<file path="src/hdl/clk_ctrl_pkg.sv">
// constants for the system clock and power control block
`default_nettype none
package clk_ctrl_pkg;

  // ==========================================================
  // register byte addresses (AXI4-Lite)
  localparam logic [7:0] ADDR_CTRL0    = 8'h00; // system clock control 0
  localparam logic [7:0] ADDR_CTRL1    = 8'h04; // system clock control 1
  localparam logic [7:0] ADDR_DISP     = 8'h08; // display clock control
  localparam logic [7:0] ADDR_STATUS   = 8'h0C; // power state, read only
  localparam logic [7:0] ADDR_CMD      = 8'h10; // wait command strobe

  // ==========================================================
  // field positions
  localparam int CTRL0_WAIT_PSTOP = 2; // peripheral stop in wait
  localparam int CTRL0_MAIN_STOP  = 5; // main clock stop
  localparam int CTRL0_DIVSEL0    = 6; // divider select bit 0
  localparam int CTRL1_ALL_STOP   = 0; // all-clock stop
  localparam int CTRL1_DRIVE      = 5; // oscillator drive select
  localparam int CTRL1_DIVLO      = 6; // divider select low
  localparam int CTRL1_DIVHI      = 7; // divider select high
  localparam int DISP_TYPE_LO     = 1; // display oscillator type
  localparam int CMD_WAIT         = 0; // wait instruction strobe

  // ==========================================================
  // reset values
  localparam logic [7:0] CTRL0_RST = 8'h40;
  localparam logic [7:0] CTRL1_RST = 8'h20;
  localparam logic [7:0] DISP_RST  = 8'h00;

  // ==========================================================
  // divide ratios (as half-period counts minus one)
  localparam logic [3:0] DIV8_HALF  = 4'h3;
  localparam logic [3:0] DIV2_HALF  = 4'h0;
  localparam logic [3:0] DIV4_HALF  = 4'h1;
  localparam logic [3:0] DIV16_HALF = 4'h7;
  localparam int         PDIV_WIDTH = 5;   // free counter for 1/8/32

  // ==========================================================
  // AXI responses
  localparam logic [1:0] RESP_OKAY   = 2'b00;
  localparam logic [1:0] RESP_SLVERR = 2'b10;

  typedef enum logic [1:0] {PWR_RUN, PWR_WAIT, PWR_STOP} pwr_state_e;

endpackage
`default_nettype wire

</file>
<file path="src/hdl/bus_clk_divider.sv">
// glitch-free programmable bus clock divider
`timescale 1ns/1ps
`default_nettype none
module bus_clk_divider
  import clk_ctrl_pkg::*;
(
  input  wire logic       aclk,
  input  wire logic       aresetn,
  input  wire logic       ce,
  input  wire logic       run,
  input  wire logic       bypass,
  input  wire logic [3:0] half_cnt,
  output logic            clk_en,
  output logic            clk_lvl
);

  logic [3:0] cnt_r;
  logic [3:0] cur_half_r;
  logic       cur_byp_r;
  logic       lvl_r;
  logic       wrap;

  assign wrap    = (cnt_r == cur_half_r);
  assign clk_lvl = lvl_r;
  // one pulse per bus clock period, taken at each high half end
  assign clk_en  = run & (cur_byp_r | (wrap & lvl_r));

  // ==========================================================
  // ratio changes are adopted only at the end of a full period,
  // so no shortened pulse appears
  always_ff @(posedge aclk)
  begin
    if (!aresetn)
    begin
      cnt_r      <= 4'h0;
      cur_half_r <= DIV8_HALF;
      cur_byp_r  <= 1'b0;
      lvl_r      <= 1'b0;
    end
    else if (ce && run)
    begin
      if (cur_byp_r || (wrap && lvl_r))
      begin
        cnt_r      <= 4'h0;
        cur_half_r <= half_cnt;
        cur_byp_r  <= bypass;
        lvl_r      <= 1'b0;
      end
      else if (wrap)
      begin
        cnt_r <= 4'h0;
        lvl_r <= 1'b1;
      end
      else
        cnt_r <= cnt_r + 4'h1;
    end
  end

endmodule
`default_nettype wire

</file>
<file path="src/hdl/clk_power_ctrl.sv">
// system clock generation and power mode control
//
// Design decisions made here: the placing of the registers and the AXI4-Lite interface to the registers.
`timescale 1ns/1ps
`default_nettype none

module clk_power_ctrl
  import clk_ctrl_pkg::*;
#(
  parameter int ADDR_W = 8
)
(
  input  wire logic              aclk,
  input  wire logic              aresetn,
  input  wire logic              ce,
  // AXI4-Lite slave
  input  wire logic [ADDR_W-1:0] s_axi_awaddr,
  input  wire logic              s_axi_awvalid,
  output logic                   s_axi_awready,
  input  wire logic [31:0]       s_axi_wdata,
  input  wire logic [3:0]        s_axi_wstrb,
  input  wire logic              s_axi_wvalid,
  output logic                   s_axi_wready,
  output logic [1:0]             s_axi_bresp,
  output logic                   s_axi_bvalid,
  input  wire logic              s_axi_bready,
  input  wire logic [ADDR_W-1:0] s_axi_araddr,
  input  wire logic              s_axi_arvalid,
  output logic                   s_axi_arready,
  output logic [31:0]            s_axi_rdata,
  output logic [1:0]             s_axi_rresp,
  output logic                   s_axi_rvalid,
  input  wire logic              s_axi_rready,
  // wake-up sources
  input  wire logic              irq_pending,
  input  wire logic              irq_enabled,
  // clock and power outputs
  output logic                   main_osc_run,
  output logic                   main_osc_drive_high,
  output logic                   bus_clk_en,
  output logic                   bus_clk_level,
  output logic                   periph_clk_div1,
  output logic                   periph_clk_div8,
  output logic                   periph_clk_div32,
  output logic                   serial_clk_div1,
  output logic                   serial_clk_div8,
  output logic                   serial_clk_div32,
  output logic                   converter_clock,
  output logic                   watchdog_run,
  output logic                   port_hold,
  output logic                   irq_service,
  output logic [1:0]             display_osc_type
);

  // decode reads a full byte of address
  if (ADDR_W < 8)
  begin : g_addr_w_check
    $error("ADDR_W must be at least 8");
  end

  // ==========================================================
  // state
  logic [7:0]             ctrl0_r;
  logic [7:0]             ctrl1_r;
  logic [7:0]             disp_r;
  pwr_state_e             pwr_r;
  logic [PDIV_WIDTH-1:0]  pdiv_r;
  logic                   aw_held_r;
  logic                   w_held_r;
  logic [ADDR_W-1:0]      awaddr_r;
  logic [31:0]            wdata_r;
  logic [3:0]             wstrb_r;
  logic                   div_en;
  logic                   div_lvl;

  // ==========================================================
  // write channel decode
  logic              aw_take;
  logic              w_take;
  logic              wr_go;
  logic [ADDR_W-1:0] wr_addr;
  logic [31:0]       wr_data;
  logic              wr_lane0;
  logic              wr_ctrl0;
  logic              wr_ctrl1;
  logic              wr_disp;
  logic              wr_cmd;
  logic              wr_hit;

  assign aw_take  = s_axi_awvalid & s_axi_awready;
  assign w_take   = s_axi_wvalid & s_axi_wready;
  assign wr_go    = (aw_held_r | aw_take) & (w_held_r | w_take)
                    & ~s_axi_bvalid;
  assign wr_addr  = aw_held_r ? awaddr_r : s_axi_awaddr;
  assign wr_data  = w_held_r ? wdata_r : s_axi_wdata;
  assign wr_lane0 = w_held_r ? wstrb_r[0] : s_axi_wstrb[0];
  assign wr_ctrl0 = wr_go & wr_lane0 & (wr_addr[7:0] == ADDR_CTRL0);
  assign wr_ctrl1 = wr_go & wr_lane0 & (wr_addr[7:0] == ADDR_CTRL1);
  assign wr_disp  = wr_go & wr_lane0 & (wr_addr[7:0] == ADDR_DISP);
  assign wr_cmd   = wr_go & wr_lane0 & (wr_addr[7:0] == ADDR_CMD);
  assign wr_hit   = (wr_addr[7:0] == ADDR_CTRL0)
                  | (wr_addr[7:0] == ADDR_CTRL1)
                  | (wr_addr[7:0] == ADDR_DISP)
                  | (wr_addr[7:0] == ADDR_STATUS)
                  | (wr_addr[7:0] == ADDR_CMD);

  // ==========================================================
  // power mode events
  logic running;
  logic enter_stop;
  logic enter_wait;
  logic wake;

  assign running    = (pwr_r == PWR_RUN);
  assign enter_stop = running & wr_ctrl1 & wr_data[CTRL1_ALL_STOP];
  assign enter_wait = running & wr_cmd & wr_data[CMD_WAIT] & ~enter_stop;
  // stop needs a pre-enabled interrupt, wait any pending one
  assign wake = (pwr_r == PWR_STOP) ? (irq_pending & irq_enabled)
              : (pwr_r == PWR_WAIT) ? irq_pending : 1'b0;

  // ==========================================================
  // bus clock ratio decode
  logic [3:0] half_sel;
  logic       bypass_sel;

  assign bypass_sel = ~ctrl0_r[CTRL0_DIVSEL0]
                    & ~ctrl1_r[CTRL1_DIVHI] & ~ctrl1_r[CTRL1_DIVLO];
  assign half_sel   = ctrl0_r[CTRL0_DIVSEL0] ? DIV8_HALF :
                      ({ctrl1_r[CTRL1_DIVHI], ctrl1_r[CTRL1_DIVLO]} == 2'b01)
                      ? DIV2_HALF :
                      ({ctrl1_r[CTRL1_DIVHI], ctrl1_r[CTRL1_DIVLO]} == 2'b10)
                      ? DIV4_HALF : DIV16_HALF;

  // ==========================================================
  // clock gating terms
  logic osc_on;
  logic bus_run;
  logic per_run;

  assign osc_on  = (pwr_r != PWR_STOP) & ~ctrl0_r[CTRL0_MAIN_STOP];
  assign bus_run = osc_on & running;
  assign per_run = osc_on &
                   ~((pwr_r == PWR_WAIT) & ctrl0_r[CTRL0_WAIT_PSTOP]);

  bus_clk_divider bus_clk_divider_i
  (
    .aclk     (aclk),
    .aresetn  (aresetn),
    .ce       (ce),
    .run      (bus_run),
    .bypass   (bypass_sel),
    .half_cnt (half_sel),
    .clk_en   (div_en),
    .clk_lvl  (div_lvl)
  );

  // ==========================================================
  // peripheral clock enables from a free counter
  logic p8_tick;
  logic p32_tick;

  assign p8_tick  = (pdiv_r[2:0] == 3'h7);
  assign p32_tick = (pdiv_r == 5'h1F);

  // ==========================================================
  // control registers; stop entry from run forces drive and /8
  always_ff @(posedge aclk)
  begin
    if (!aresetn)
    begin
      ctrl0_r <= CTRL0_RST;
      ctrl1_r <= CTRL1_RST;
      disp_r  <= DISP_RST;
    end
    else if (ce)
    begin
      if (wr_ctrl0)
        ctrl0_r <= wr_data[7:0];
      else if (enter_stop)
        ctrl0_r[CTRL0_DIVSEL0] <= 1'b1;
      if (enter_stop)
        ctrl1_r <= {wr_data[7:6], 1'b1, wr_data[4:1], 1'b0};
      else if (wr_ctrl1)
        ctrl1_r <= {wr_data[7:1], 1'b0};
      if (wr_disp)
        disp_r <= wr_data[7:0];
    end
  end

  // ==========================================================
  // power state machine
  always_ff @(posedge aclk)
  begin
    if (!aresetn)
      pwr_r <= PWR_RUN;
    else if (ce)
    begin
      case (pwr_r)
        PWR_RUN:
        begin
          if (enter_stop)
            pwr_r <= PWR_STOP;
          else if (enter_wait)
            pwr_r <= PWR_WAIT;
        end
        PWR_WAIT: if (wake) pwr_r <= PWR_RUN;
        PWR_STOP: if (wake) pwr_r <= PWR_RUN;
        default:  pwr_r <= PWR_RUN;
      endcase
    end
  end

  // ==========================================================
  // output flops
  always_ff @(posedge aclk)
  begin
    if (!aresetn)
    begin
      pdiv_r              <= '0;
      main_osc_run        <= 1'b1;
      main_osc_drive_high <= 1'b1;
      bus_clk_en          <= 1'b0;
      bus_clk_level       <= 1'b0;
      periph_clk_div1     <= 1'b0;
      periph_clk_div8     <= 1'b0;
      periph_clk_div32    <= 1'b0;
      serial_clk_div1     <= 1'b0;
      serial_clk_div8     <= 1'b0;
      serial_clk_div32    <= 1'b0;
      converter_clock     <= 1'b0;
      watchdog_run        <= 1'b1;
      port_hold           <= 1'b0;
      irq_service         <= 1'b0;
      display_osc_type    <= 2'b00;
    end
    else if (ce)
    begin
      if (per_run)
        pdiv_r <= pdiv_r + 5'h01;
      main_osc_run        <= osc_on;
      main_osc_drive_high <= ctrl1_r[CTRL1_DRIVE];
      bus_clk_en          <= div_en;
      bus_clk_level       <= div_lvl;
      periph_clk_div1     <= per_run;
      periph_clk_div8     <= per_run & p8_tick;
      periph_clk_div32    <= per_run & p32_tick;
      serial_clk_div1     <= per_run;
      serial_clk_div8     <= per_run & p8_tick;
      serial_clk_div32    <= per_run & p32_tick;
      converter_clock     <= per_run;
      watchdog_run        <= bus_run;
      port_hold           <= ~running & ~wake;
      irq_service         <= ~running & wake;
      display_osc_type    <= disp_r[DISP_TYPE_LO+1:DISP_TYPE_LO];
    end
  end

  // ==========================================================
  // AXI write side: address and data in either order
  always_ff @(posedge aclk)
  begin
    if (!aresetn)
    begin
      aw_held_r     <= 1'b0;
      w_held_r      <= 1'b0;
      awaddr_r      <= '0;
      wdata_r       <= 32'h0000_0000;
      wstrb_r       <= 4'h0;
      s_axi_awready <= 1'b0;
      s_axi_wready  <= 1'b0;
      s_axi_bvalid  <= 1'b0;
      s_axi_bresp   <= RESP_OKAY;
    end
    else if (ce)
    begin
      s_axi_awready <= ~aw_held_r & ~aw_take & ~s_axi_bvalid;
      s_axi_wready  <= ~w_held_r & ~w_take & ~s_axi_bvalid;
      if (aw_take)
        awaddr_r <= s_axi_awaddr;
      if (w_take)
      begin
        wdata_r <= s_axi_wdata;
        wstrb_r <= s_axi_wstrb;
      end
      if (wr_go)
      begin
        aw_held_r    <= 1'b0;
        w_held_r     <= 1'b0;
        s_axi_bvalid <= 1'b1;
        s_axi_bresp  <= wr_hit ? RESP_OKAY : RESP_SLVERR;
        s_axi_awready <= 1'b0;
        s_axi_wready  <= 1'b0;
      end
      else
      begin
        if (aw_take)
          aw_held_r <= 1'b1;
        if (w_take)
          w_held_r <= 1'b1;
        if (s_axi_bvalid && s_axi_bready)
          s_axi_bvalid <= 1'b0;
      end
    end
  end

  // ==========================================================
  // AXI read side
  logic [31:0] rd_word;
  logic        rd_hit;
  logic [7:0]  rd_a;

  assign rd_a    = s_axi_araddr[7:0];
  assign rd_hit  = (rd_a == ADDR_CTRL0) | (rd_a == ADDR_CTRL1)
                 | (rd_a == ADDR_DISP) | (rd_a == ADDR_STATUS)
                 | (rd_a == ADDR_CMD);
  assign rd_word = (rd_a == ADDR_CTRL0)  ? {24'h0, ctrl0_r} :
                   (rd_a == ADDR_CTRL1)  ? {24'h0, ctrl1_r} :
                   (rd_a == ADDR_DISP)   ? {24'h0, disp_r} :
                   (rd_a == ADDR_STATUS) ? {30'h0, pwr_r} : 32'h0000_0000;

  always_ff @(posedge aclk)
  begin
    if (!aresetn)
    begin
      s_axi_arready <= 1'b0;
      s_axi_rvalid  <= 1'b0;
      s_axi_rdata   <= 32'h0000_0000;
      s_axi_rresp   <= RESP_OKAY;
    end
    else if (ce)
    begin
      s_axi_arready <= ~s_axi_rvalid & ~s_axi_arready;
      if (s_axi_arvalid && s_axi_arready)
      begin
        s_axi_rvalid  <= 1'b1;
        s_axi_arready <= 1'b0;
        s_axi_rdata   <= rd_word;
        s_axi_rresp   <= rd_hit ? RESP_OKAY : RESP_SLVERR;
      end
      else if (s_axi_rvalid && s_axi_rready)
        s_axi_rvalid <= 1'b0;
    end
  end

endmodule
`default_nettype wire

</file>
<file path="config.mk">
export PLATFORM = sky130hd
export DESIGN_NAME = clk_power_ctrl
export DESIGN_NICKNAME = d
export VERILOG_FILES = /design/src/hdl/clk_ctrl_pkg.sv /design/src/hdl/bus_clk_divider.sv /design/src/hdl/clk_power_ctrl.sv
export SDC_FILE = /design/constraint.sdc
export NUM_CORES = 1
export LEC_CHECK = 0
export ABC_CLOCK_PERIOD_IN_PS = 3400
export CAP_MARGIN = 0
export CELL_PAD_IN_SITES_DETAIL_PLACEMENT = 0
export CELL_PAD_IN_SITES_GLOBAL_PLACEMENT = 1
export CORE_UTILIZATION = 33
export DETAILED_ROUTE_END_ITERATION = 12
export DONT_BUFFER_PORTS = 1
export PLACE_DENSITY_LB_ADDON = 0.1
export SYNTH_ARGS = -nofsm -noshare
export SYNTH_HDL_FRONTEND = slang
export SYNTH_SLANG_ARGS = --single-unit
</file>
<file path="constraint.sdc">
create_clock -name aclk -period 3.4 [get_ports aclk]
set_input_delay 0.51 -clock aclk [delete_from_list [all_inputs] [get_ports aclk]]
set_output_delay 0.51 -clock aclk [all_outputs]
set_load 0.02 [all_outputs]
</file>
* Word-level counts from Yosys, hierarchy flattened
Index checks and enable logic that the tools add are counted.
Cells by class: reductions and logical operators 33, $add $sub $neg 2, muxes and demuxes 37, eq/ne operators 18, bitwise operators 58
Operators with widths (number):
- $mux W8 | 7
- $and A1 B1 Y1 | 32
- $eq A8 B4 Y1 const B | 4
- $reduce_and A2 Y1 | 15
- $mux W1 | 18
- $eq A8 B3 Y1 const B | 2
- $eq A8 B5 Y1 const B | 2
- $logic_not A8 Y1 | 2
- $not A1 Y1 | 15
- $reduce_bool A2 Y1 | 7
- $mux W2 | 6
- $or A1 B1 Y1 | 11
- $mux W3 | 3
- $mux W4 | 2
- $add A5 B1 Y5 const B | 1
- $eq A5 B5 Y1 const B | 1
- $logic_and A1 B1 Y1 | 5
- $add A4 B1 Y4 const B | 1
- $eq A2 B1 Y1 const B | 2
- $eq A2 B2 Y1 const B | 2
- $eq A4 B4 Y1 | 1
- $pmux W2 S2 | 1
- $eq A3 B3 Y1 const B | 1
- $ne A3 B1 Y1 const B | 1
- 6 further kinds | 6
Storage, ports and cells: logic and storage cells 182, output and inout bits 57, register bits after elaboration 113

* Depth between registers and ports, before layout
Gate-level depths: netlist of the first run.
depth after elaboration 13, depth in mapped cells 8

* Modules after synthesis
Synthesis of the first run repeated with hierarchy kept, for this count alone.
Second synthesis, totals: cells, all modules 491, area total of the unflattened synthesis 4316.6 µm²
Modules (own cells, without submodules):
- clk_power_ctrl | instances 1, cells an instance 430, area each 3789.9 µm²
- bus_clk_divider | instances 1, cells an instance 61, area each 526.8 µm²

* Worst setup path after synthesis of the first run
No wires, ideal clock.
path type input port to flip-flop, from input port s_axi_awaddr[0], to register ctrl0_r[7], cell stages on the path 7, required time 3268 ps, arrival time 2026 ps, setup slack 1241 ps, path buffers 2, cells stage by stage nor4_1 > a22oi_1 > or4b_1 > buf_2 > buf_6 > nand3_2 > o31ai_4
Between the ends: longest elaborated chain between the ends 4
RTL lines:
- start: declaration | RTL line clk_power_ctrl.sv:17 | input wire logic [ADDR_W-1:0] s_axi_awaddr,
- $mux W8 | RTL line clk_power_ctrl.sv:94 | assign wr_addr = aw_held_r ? awaddr_r : s_axi_awaddr;
- $logic_not A8 Y1 | RTL line clk_power_ctrl.sv:97 | assign wr_ctrl0 = wr_go & wr_lane0 & (wr_addr[7:0] == ADDR_CTRL0);
- $and A1 B1 Y1 | RTL line clk_power_ctrl.sv:97
- $reduce_and A2 Y1 (no line)
- end signal: assignment | RTL line clk_power_ctrl.sv:178 | ctrl0_r <= wr_data[7:0];
- end: declaration | RTL line clk_power_ctrl.sv:63 | logic [7:0] ctrl0_r;
Every way passes these cells. A chain may end at the register's enable or synchronous reset.

* Final worst setup path of the first run
from register aw_held_r, to register ctrl0_r[7]
Between the ends: longest elaborated chain between the ends 6, elaborated cells between the ends (all ways) 8, those cells by class 1 x mux; 5 x bitwise; 2 x reduce/logical
RTL lines:
- start: declaration | RTL line clk_power_ctrl.sv:68 | logic aw_held_r;
- start signal: assignment | RTL line clk_power_ctrl.sv:264 | aw_held_r <= 1'b0;
- start signal: assignment | RTL line clk_power_ctrl.sv:287 | aw_held_r <= 1'b0;
- start signal: assignment | RTL line clk_power_ctrl.sv:297 | aw_held_r <= 1'b1;
- $or A1 B1 Y1 | RTL line clk_power_ctrl.sv:92 | assign wr_go = (aw_held_r | aw_take) & (w_held_r | w_take)
- $and A1 B1 Y1 | RTL line clk_power_ctrl.sv:92
- $and A1 B1 Y1 | RTL line clk_power_ctrl.sv:93 | & ~s_axi_bvalid;
- $and A1 B1 Y1 | RTL line clk_power_ctrl.sv:97
- $and A1 B1 Y1 (*) | RTL line clk_power_ctrl.sv:97
- $reduce_and A2 Y1 (no line) (*)
Mark *: on every way between the ends. The rest lies on a longest branch, timed or not.

==> impl_metrics.env, run 1 <==
export IMPL_clock_path_buffers=2
export IMPL_critPathBufInv=0
export IMPL_numPortBuffers=0
export IMPL_final_max_slew_violation_count=0
export IMPL_gp_congestion=0.717
export IMPL_regToRegSetupSlack_ns=0.81
export IMPL_start_util_pct=33.9
export IMPL_netlist_area_sq_mm=0.00407
export IMPL_clk_latency_ns=0.34
export IMPL_fin_skew_ns=0.00688
export IMPL_finalNonFillerCells=611
export IMPL_ir_drop_mv=0.270
export IMPL_r2r_cells=5
export IMPL_first_global_vias=2943
export IMPL_cts_sinks=85
export IMPL_ios=119
export IMPL_multi_input_area_sq_mm=0.00210
export IMPL_postCtsResizedCells=0
export IMPL_slew_limit_headroom_pct=40.8
export IMPL_routed_wl_um=9330
export IMPL_async_flop_share_pct=0
export IMPL_diodes=0
export IMPL_p_leak_uw=0.00161
export IMPL_die_w_um=113
export IMPL_grt_setup_unrepaired="no"
export IMPL_die_height_um=113
export IMPL_rows=40
export IMPL_regArea_sq_mm=0.00170
export IMPL_max_cap_violations=0
export IMPL_fillers=1280
export IMPL_required_ns=3.61
export IMPL_dr_pass1_iters=4
export IMPL_coreArea_sq_mm=0.0120
export IMPL_place_ws_ns=0.777
export IMPL_synth_flop_cell="dfxtp_1"
export IMPL_synth_warnings=0
export IMPL_grt_pass1_wl_um=15300
export IMPL_setup_violations=0
export IMPL_crit_path_end_kind="flop"
export IMPL_cts_made_buffers=9
export IMPL_drive_gt1_share_pct=7.33
export IMPL_critPathLaunch="aw_held_r"
export IMPL_dp_hpwl_um=6530
export IMPL_synth_common_cells="dfxtp_1 (85), nand2_1 (65), nor2_1 (42)"
export IMPL_synth_edf_count=0
export IMPL_worstPathCellList="a21oi_1 > or3b_1 > or4b_1 > nand3_2 > o31ai_4"
export IMPL_status="completed"
export IMPL_h_tree_depth=3
export IMPL_holdPathStages=1
export IMPL_syn2layout_area_growth_pct=7.13
export IMPL_critPathKind="flop to flop"
export IMPL_cts_tree="yes"
export IMPL_synthCells=475
export IMPL_hold_path_class="input pin to flop"
export IMPL_path_delay_family="simple AND/OR/NAND/NOR gates"
export IMPL_vias=3068
export IMPL_timing_fmax_mhz=386
export IMPL_synthDistinctLibCells=59
export IMPL_ys_top_cells_by_area="dfxtp_1 (42%), mux2i_1 (6.1%), nand2_1 (6.0%), buf_4 (5.5%), a21oi_1 (4.5%)"
export IMPL_cp_start_kind="flop"
export IMPL_overflow=0
export IMPL_slowest_stage="or4b_1"
export IMPL_max_stage_delay_ns=0.86
export IMPL_grt_max_degree=39
export IMPL_min_from="aresetn"
export IMPL_hold_viol=0
export IMPL_grt_usage_pct=15.6
export IMPL_fin_crit_sh_pct=76.2
export IMPL_cts_hold_buf=0
export IMPL_hold_end="main_osc_drive_high"
export IMPL_p_per_area_mw_per_mm2=512
export IMPL_dpl_cell_count=596
export IMPL_antenna_found_initial=0
export IMPL_timing_final_ws_setup_ns=0.810
export IMPL_avgSynthCellArea_sq_um=8.57
export IMPL_drc=0
export IMPL_synth_top_area_cell="dfxtp_1"
export IMPL_r2r_end="ctrl0_r[7]"
export IMPL_finalSetupTns_ns=0
export IMPL_yosysMostFrequentCell="dfxtp_1"
export IMPL_detail_route_vias_per_cell=5.02
export IMPL_clock_tree_root_cell="clkbuf_16"
export IMPL_fin_nets=530
export IMPL_cts_setup_buffers=0
export IMPL_ant_nets=0
export IMPL_whs_ns=0.243
export IMPL_cp_arrival_ns=2.80
export IMPL_fin_crit_ns=2.59
export IMPL_fp_dieArea_sq_mm=0.0128
export IMPL_initialDrtViolationCount=202
export IMPL_synth_sequential_area_ratio_pct=41.8
export IMPL_clkTransAtPathRegs_ns=0.06
export IMPL_worst_pin_slew_ns=0.881
export IMPL_synth_top_cell_area_share_pct=41.8
export IMPL_ys_ff_latch=85
export IMPL_wl_per_cell_um=15.3
export IMPL_cp_max_fo=15
export IMPL_crit_reg2reg_launch="aw_held_r"
==> metrics by stage <==
step	instance area, sq um	total power [uW]	util, %
after CTS	4360	2270	36.3
after detailed placement	4050	1200	33.7
final	4360	2230	36.3
after global placement	4050	1200	33.7
after floorplan	4170	1210	-
after global routing	4360	2330	36.3
==> cell families (layout without fill, tap and decap cells) <==
| kind of cell | after synthesis | after routing | synth area share (%) |
|---|---|---|---|
| buffers and inverters | 63 | 27 | 8.91 |
| muxes | 31 | 31 | 8.08 |
| AOI/OAI and AO/OA | 97 | 97 | 15.1 |
| DFF | 85 | 85 | 41.8 |
| and+or+nand+nor | 183 | 183 | 22.1 |
| other | 1 | 26 | 0.0921 |
| xor gates and xnor gates | 7 | 7 | 1.51 |
| adders and majority gates | 8 | 8 | 2.46 |
==> worst reg2reg max path: cells and delay by family (launching register included) <==
kind / cells / cell delay [ns]
simple gates: 3 / 1.66
flops: 1 / 0.57
compound gates: 2 / 0.23
==> power breakdown <==
group	total, uW	internal (uW)	leakage (uW)	switching [uW]
sequential	1040	1010	0.000688	26.2
combinational	138	45.6	0.000775	92.3
clock	1060	658	0.000152	397
==> cells in the final DEF, fill, tap and decap left out, types with 2 or more instances in the layout <==
cell type,Yosys,routed
nor2b_1,7,7
mux2i_1,25,25
dfxtp_1,85,85
clkbuf_16,0,9
a31oi_1,4,4
a211oi_1,12,12
a32o_1,2,2
nand2_1,65,65
a22o_1,2,2
or3_1,3,3
nor4b_1,3,3
nor3b_1,3,3
xor2_1,6,6
nand3b_1,2,2
conb_1,1,26
o21a_1,2,2
a31o_2,2,2
nand3_1,24,24
nand4_1,2,2
nor3_1,3,3
nand2b_1,6,6
a22oi_1,3,3
o211a_1,2,2
and2_1,2,2
o21ai_1,6,6
and3_1,4,4
o21ai_0,17,17
inv_1,7,7
mux2_2,5,5
nor2_1,42,42
ha_1,8,8
a21oi_1,37,37
nor4_1,6,6
buf_4,30,4
bufinv_16,0,2
==> flip-flops by register name, summed over array words and instances, names as in the netlist, 2 cells and up <==
name and cells:
ctrl0_r 8, pwr_r 2, disp_r 8, s_axi_rdata 8, ctrl1_r 7, wdata_r 8
awaddr_r 8, display_osc_type 2, bus_clk_divider_i.cnt_r 4, pdiv_r 5, bus_clk_divider_i.cur_half_r 3
==> routing by layer <==
metal / global-route usage, % / part of all wire [%]
met1: 19.6 / 47
met2: 24.3 / 45
met3: 6.75 / 7.5
met4: 4.30 / 0.87
met5: 0 / 0
==> final cells by class <==
class,instances,share of cell area (%)
Multi-Input combinational cell,352,48.2
Sequential cell,85,39.0
Clock buffer,11,5.56
Tap cell,147,4.22
Clock inverter,4,1.66
Timing Repair Buffer,4,0.688
Inverter,8,0.688
==> worst max-delay path by stage <==
stage | endpoint | slack, ns | cells after the start
detailed placement | ctrl0_r[7] | 0.78 | 5
CTS | ctrl0_r[7] | 0.79 | 5
global route | disp_r[6] | 0.56 | 5
finish | ctrl0_r[7] | 0.81 | 5
floorplan | ctrl0_r[7] | 1.24 | 7
global placement | ctrl0_r[7] | 0.79 | 5
Note: power is estimated with default switching activity, not from simulation.
==> run 2, diff against run 1 <==
--- a/config.mk
+++ b/config.mk
@@ -5,7 +5,7 @@
 export SDC_FILE = /design/constraint.sdc
 export NUM_CORES = 1
 export LEC_CHECK = 0
-export ABC_CLOCK_PERIOD_IN_PS = 3400
+export ABC_CLOCK_PERIOD_IN_PS = 2400
 export CAP_MARGIN = 0
 export CELL_PAD_IN_SITES_DETAIL_PLACEMENT = 0
 export CELL_PAD_IN_SITES_GLOBAL_PLACEMENT = 1
==> constraint.sdc (replaced) <==
create_clock -name aclk -period 2.4 [get_ports aclk]
set_input_delay 0.36 -clock aclk [delete_from_list [all_inputs] [get_ports aclk]]
set_output_delay 0.36 -clock aclk [all_outputs]
set_load 0.02 [all_outputs]
==> run 2 against run 1 <==
Net effect:
- final cell count up 1.8%
- clock skew down 0.00084 ns
- clock power up 52%
- sequential power up 41%
- routed wire length up 0.43%
- critical path depth up 1
- sequential share of layout area down 0.95 points
- maximum frequency up 23%
- via count up 0.81%
==> impl_metrics.env, run 2 (synthesis gave the netlist of run 1 again) <==
export IMPL_fin_nets=540
export IMPL_cts_hold_buf=0
export IMPL_gp_congestion=0.721
export IMPL_fp_dieArea_sq_mm=0.0128
export IMPL_finalSetupTns_ns=0
export IMPL_power_total_uw=3290
export IMPL_cts_setup_buffers=0
export IMPL_detail_route_vias_per_cell=4.97
export IMPL_ir_drop_mv=0.343
export IMPL_ios=119
export IMPL_grt_usage_pct=15.7
export IMPL_cts_tree="yes"
export IMPL_die_height_um=113
export IMPL_clk_latency_ns=0.34
export IMPL_postCtsResizedCells=0
export IMPL_multi_input_area_sq_mm=0.00210
export IMPL_required_ns=2.62
export IMPL_syn2layout_area_growth_pct=9.80
export IMPL_drive_gt1_share_pct=9.68
export IMPL_p_per_area_mw_per_mm2=736
export IMPL_diodes=0
export IMPL_coreArea_sq_mm=0.0120
export IMPL_crit_path_end_kind="flop"
export IMPL_overflow=0
export IMPL_cp_start_kind="flop"
export IMPL_regArea_sq_mm=0.00170
export IMPL_fin_crit_sh_pct=87.5
export IMPL_wl_per_cell_um=15.1
export IMPL_slew_limit_headroom_pct=55.8
export IMPL_routed_wl_um=9370
export IMPL_die_w_um=113
export IMPL_worst_pin_slew_ns=0.662
export IMPL_grt_max_degree=39
export IMPL_antenna_found_initial=0
export IMPL_drc=0
export IMPL_clkTransAtPathRegs_ns=0.06
export IMPL_dp_hpwl_um=6670
export IMPL_critPathKind="flop to flop"
export IMPL_cts_made_buffers=9
export IMPL_p_leak_uw=0.00168
export IMPL_ant_nets=0
export IMPL_clock_path_buffers=2
export IMPL_final_max_slew_violation_count=0
export IMPL_numPortBuffers=0
export IMPL_dr_pass1_iters=4
export IMPL_cp_max_fo=15
export IMPL_h_tree_depth=3
export IMPL_timing_final_ws_setup_ns=0.300
export IMPL_initialDrtViolationCount=159
export IMPL_rows=40
export IMPL_status="completed"
export IMPL_hold_viol=0
export IMPL_fillers=1269
export IMPL_place_ws_ns=0.196
export IMPL_cp_arrival_ns=2.32
export IMPL_cts_sinks=85
export IMPL_grt_pass1_wl_um=15200
export IMPL_timing_fmax_mhz=476
export IMPL_fin_crit_ns=2.10
export IMPL_max_cap_violations=0
export IMPL_mostFrequentLayoutCells="dfxtp_1 (85), nand2_1 (65), nor2_1 (42)"
export IMPL_fin_skew_ns=0.00604
export IMPL_vias=3093
export IMPL_clock_tree_root_cell="clkbuf_16"
export IMPL_hold_path_class="input pin to flop"
export IMPL_first_global_vias=2890
export IMPL_mostFrequentLayoutCell="dfxtp_1"
export IMPL_start_util_pct=33.9
export IMPL_setup_violations=0
export IMPL_grt_setup_unrepaired="no"
==> run 2: cell count changes in the layout (fill, tap and decap cells not counted), sizes merged <==
cell / delta
clkbuf: -1
buf: +10
clkinvlp: +1
bufinv: +1
==> run 2: routing by layer <==
layer / share of wire (%) / global-route usage [%] / up-vias
li1: - / - / 1603
met1: 47 / 19.6 / 1404
met3: 7.1 / 6.70 / 10
met4: 1.2 / 4.74 / 0
met2: 44 / 24.3 / 76
met5: 0 / 0 / -
==> run 2: area by class of cell <==
class / instances / area share, %
Timing Repair Buffer: 14 / 2.35
Tap cell: 147 / 4.11
Inverter: 8 / 0.672
Clock inverter: 6 / 2.46
Sequential cell: 85 / 38.1
Clock buffer: 10 / 5.34
Multi-Input combinational cell: 352 / 47.0
==> run 2: through the flow <==
stage	hold WS [ns]	std cells	cell area (sq um)	utilization [%]
4_1_cts	0.0678	622	4470	37.2
3_5_place_dp	0.436	606	4120	34.3
2_1_floorplan	0.433	500	4170	-
5_1_grt	0.0767	622	4470	37.2
6_report	0.101	622	4470	37.2
3_3_place_gp	0.433	606	4120	34.3
==> run 2: path summary, 6_finish.rpt <==
kind,start,to,slack (ns),depth (start not counted)
setup / recovery,awaddr_r[0],ctrl0_r[7],0.30,6
hold / removal,aresetn,main_osc_drive_high,0.10,1
setup reg to reg,awaddr_r[0],ctrl0_r[7],0.30,6
hold reg to reg,wstrb_r[0],wstrb_r[0],0.45,2
==> run 2: report_power, final <==
part	internal, uW	switching (uW)	total, uW
clock	1040	572	1610
sequential	1440	30.5	1470
combinational	71.6	139	211
total	2550	741	3290
==> run 2: critical path: stages, from the launching register on <==
cell     delay (ns)
dfxtp_1        0.31
nor4_1         0.42
a22oi_1        0.30
or4b_1         0.57
buf_4          0.21
nand3_2        0.10
o31ai_4        0.06
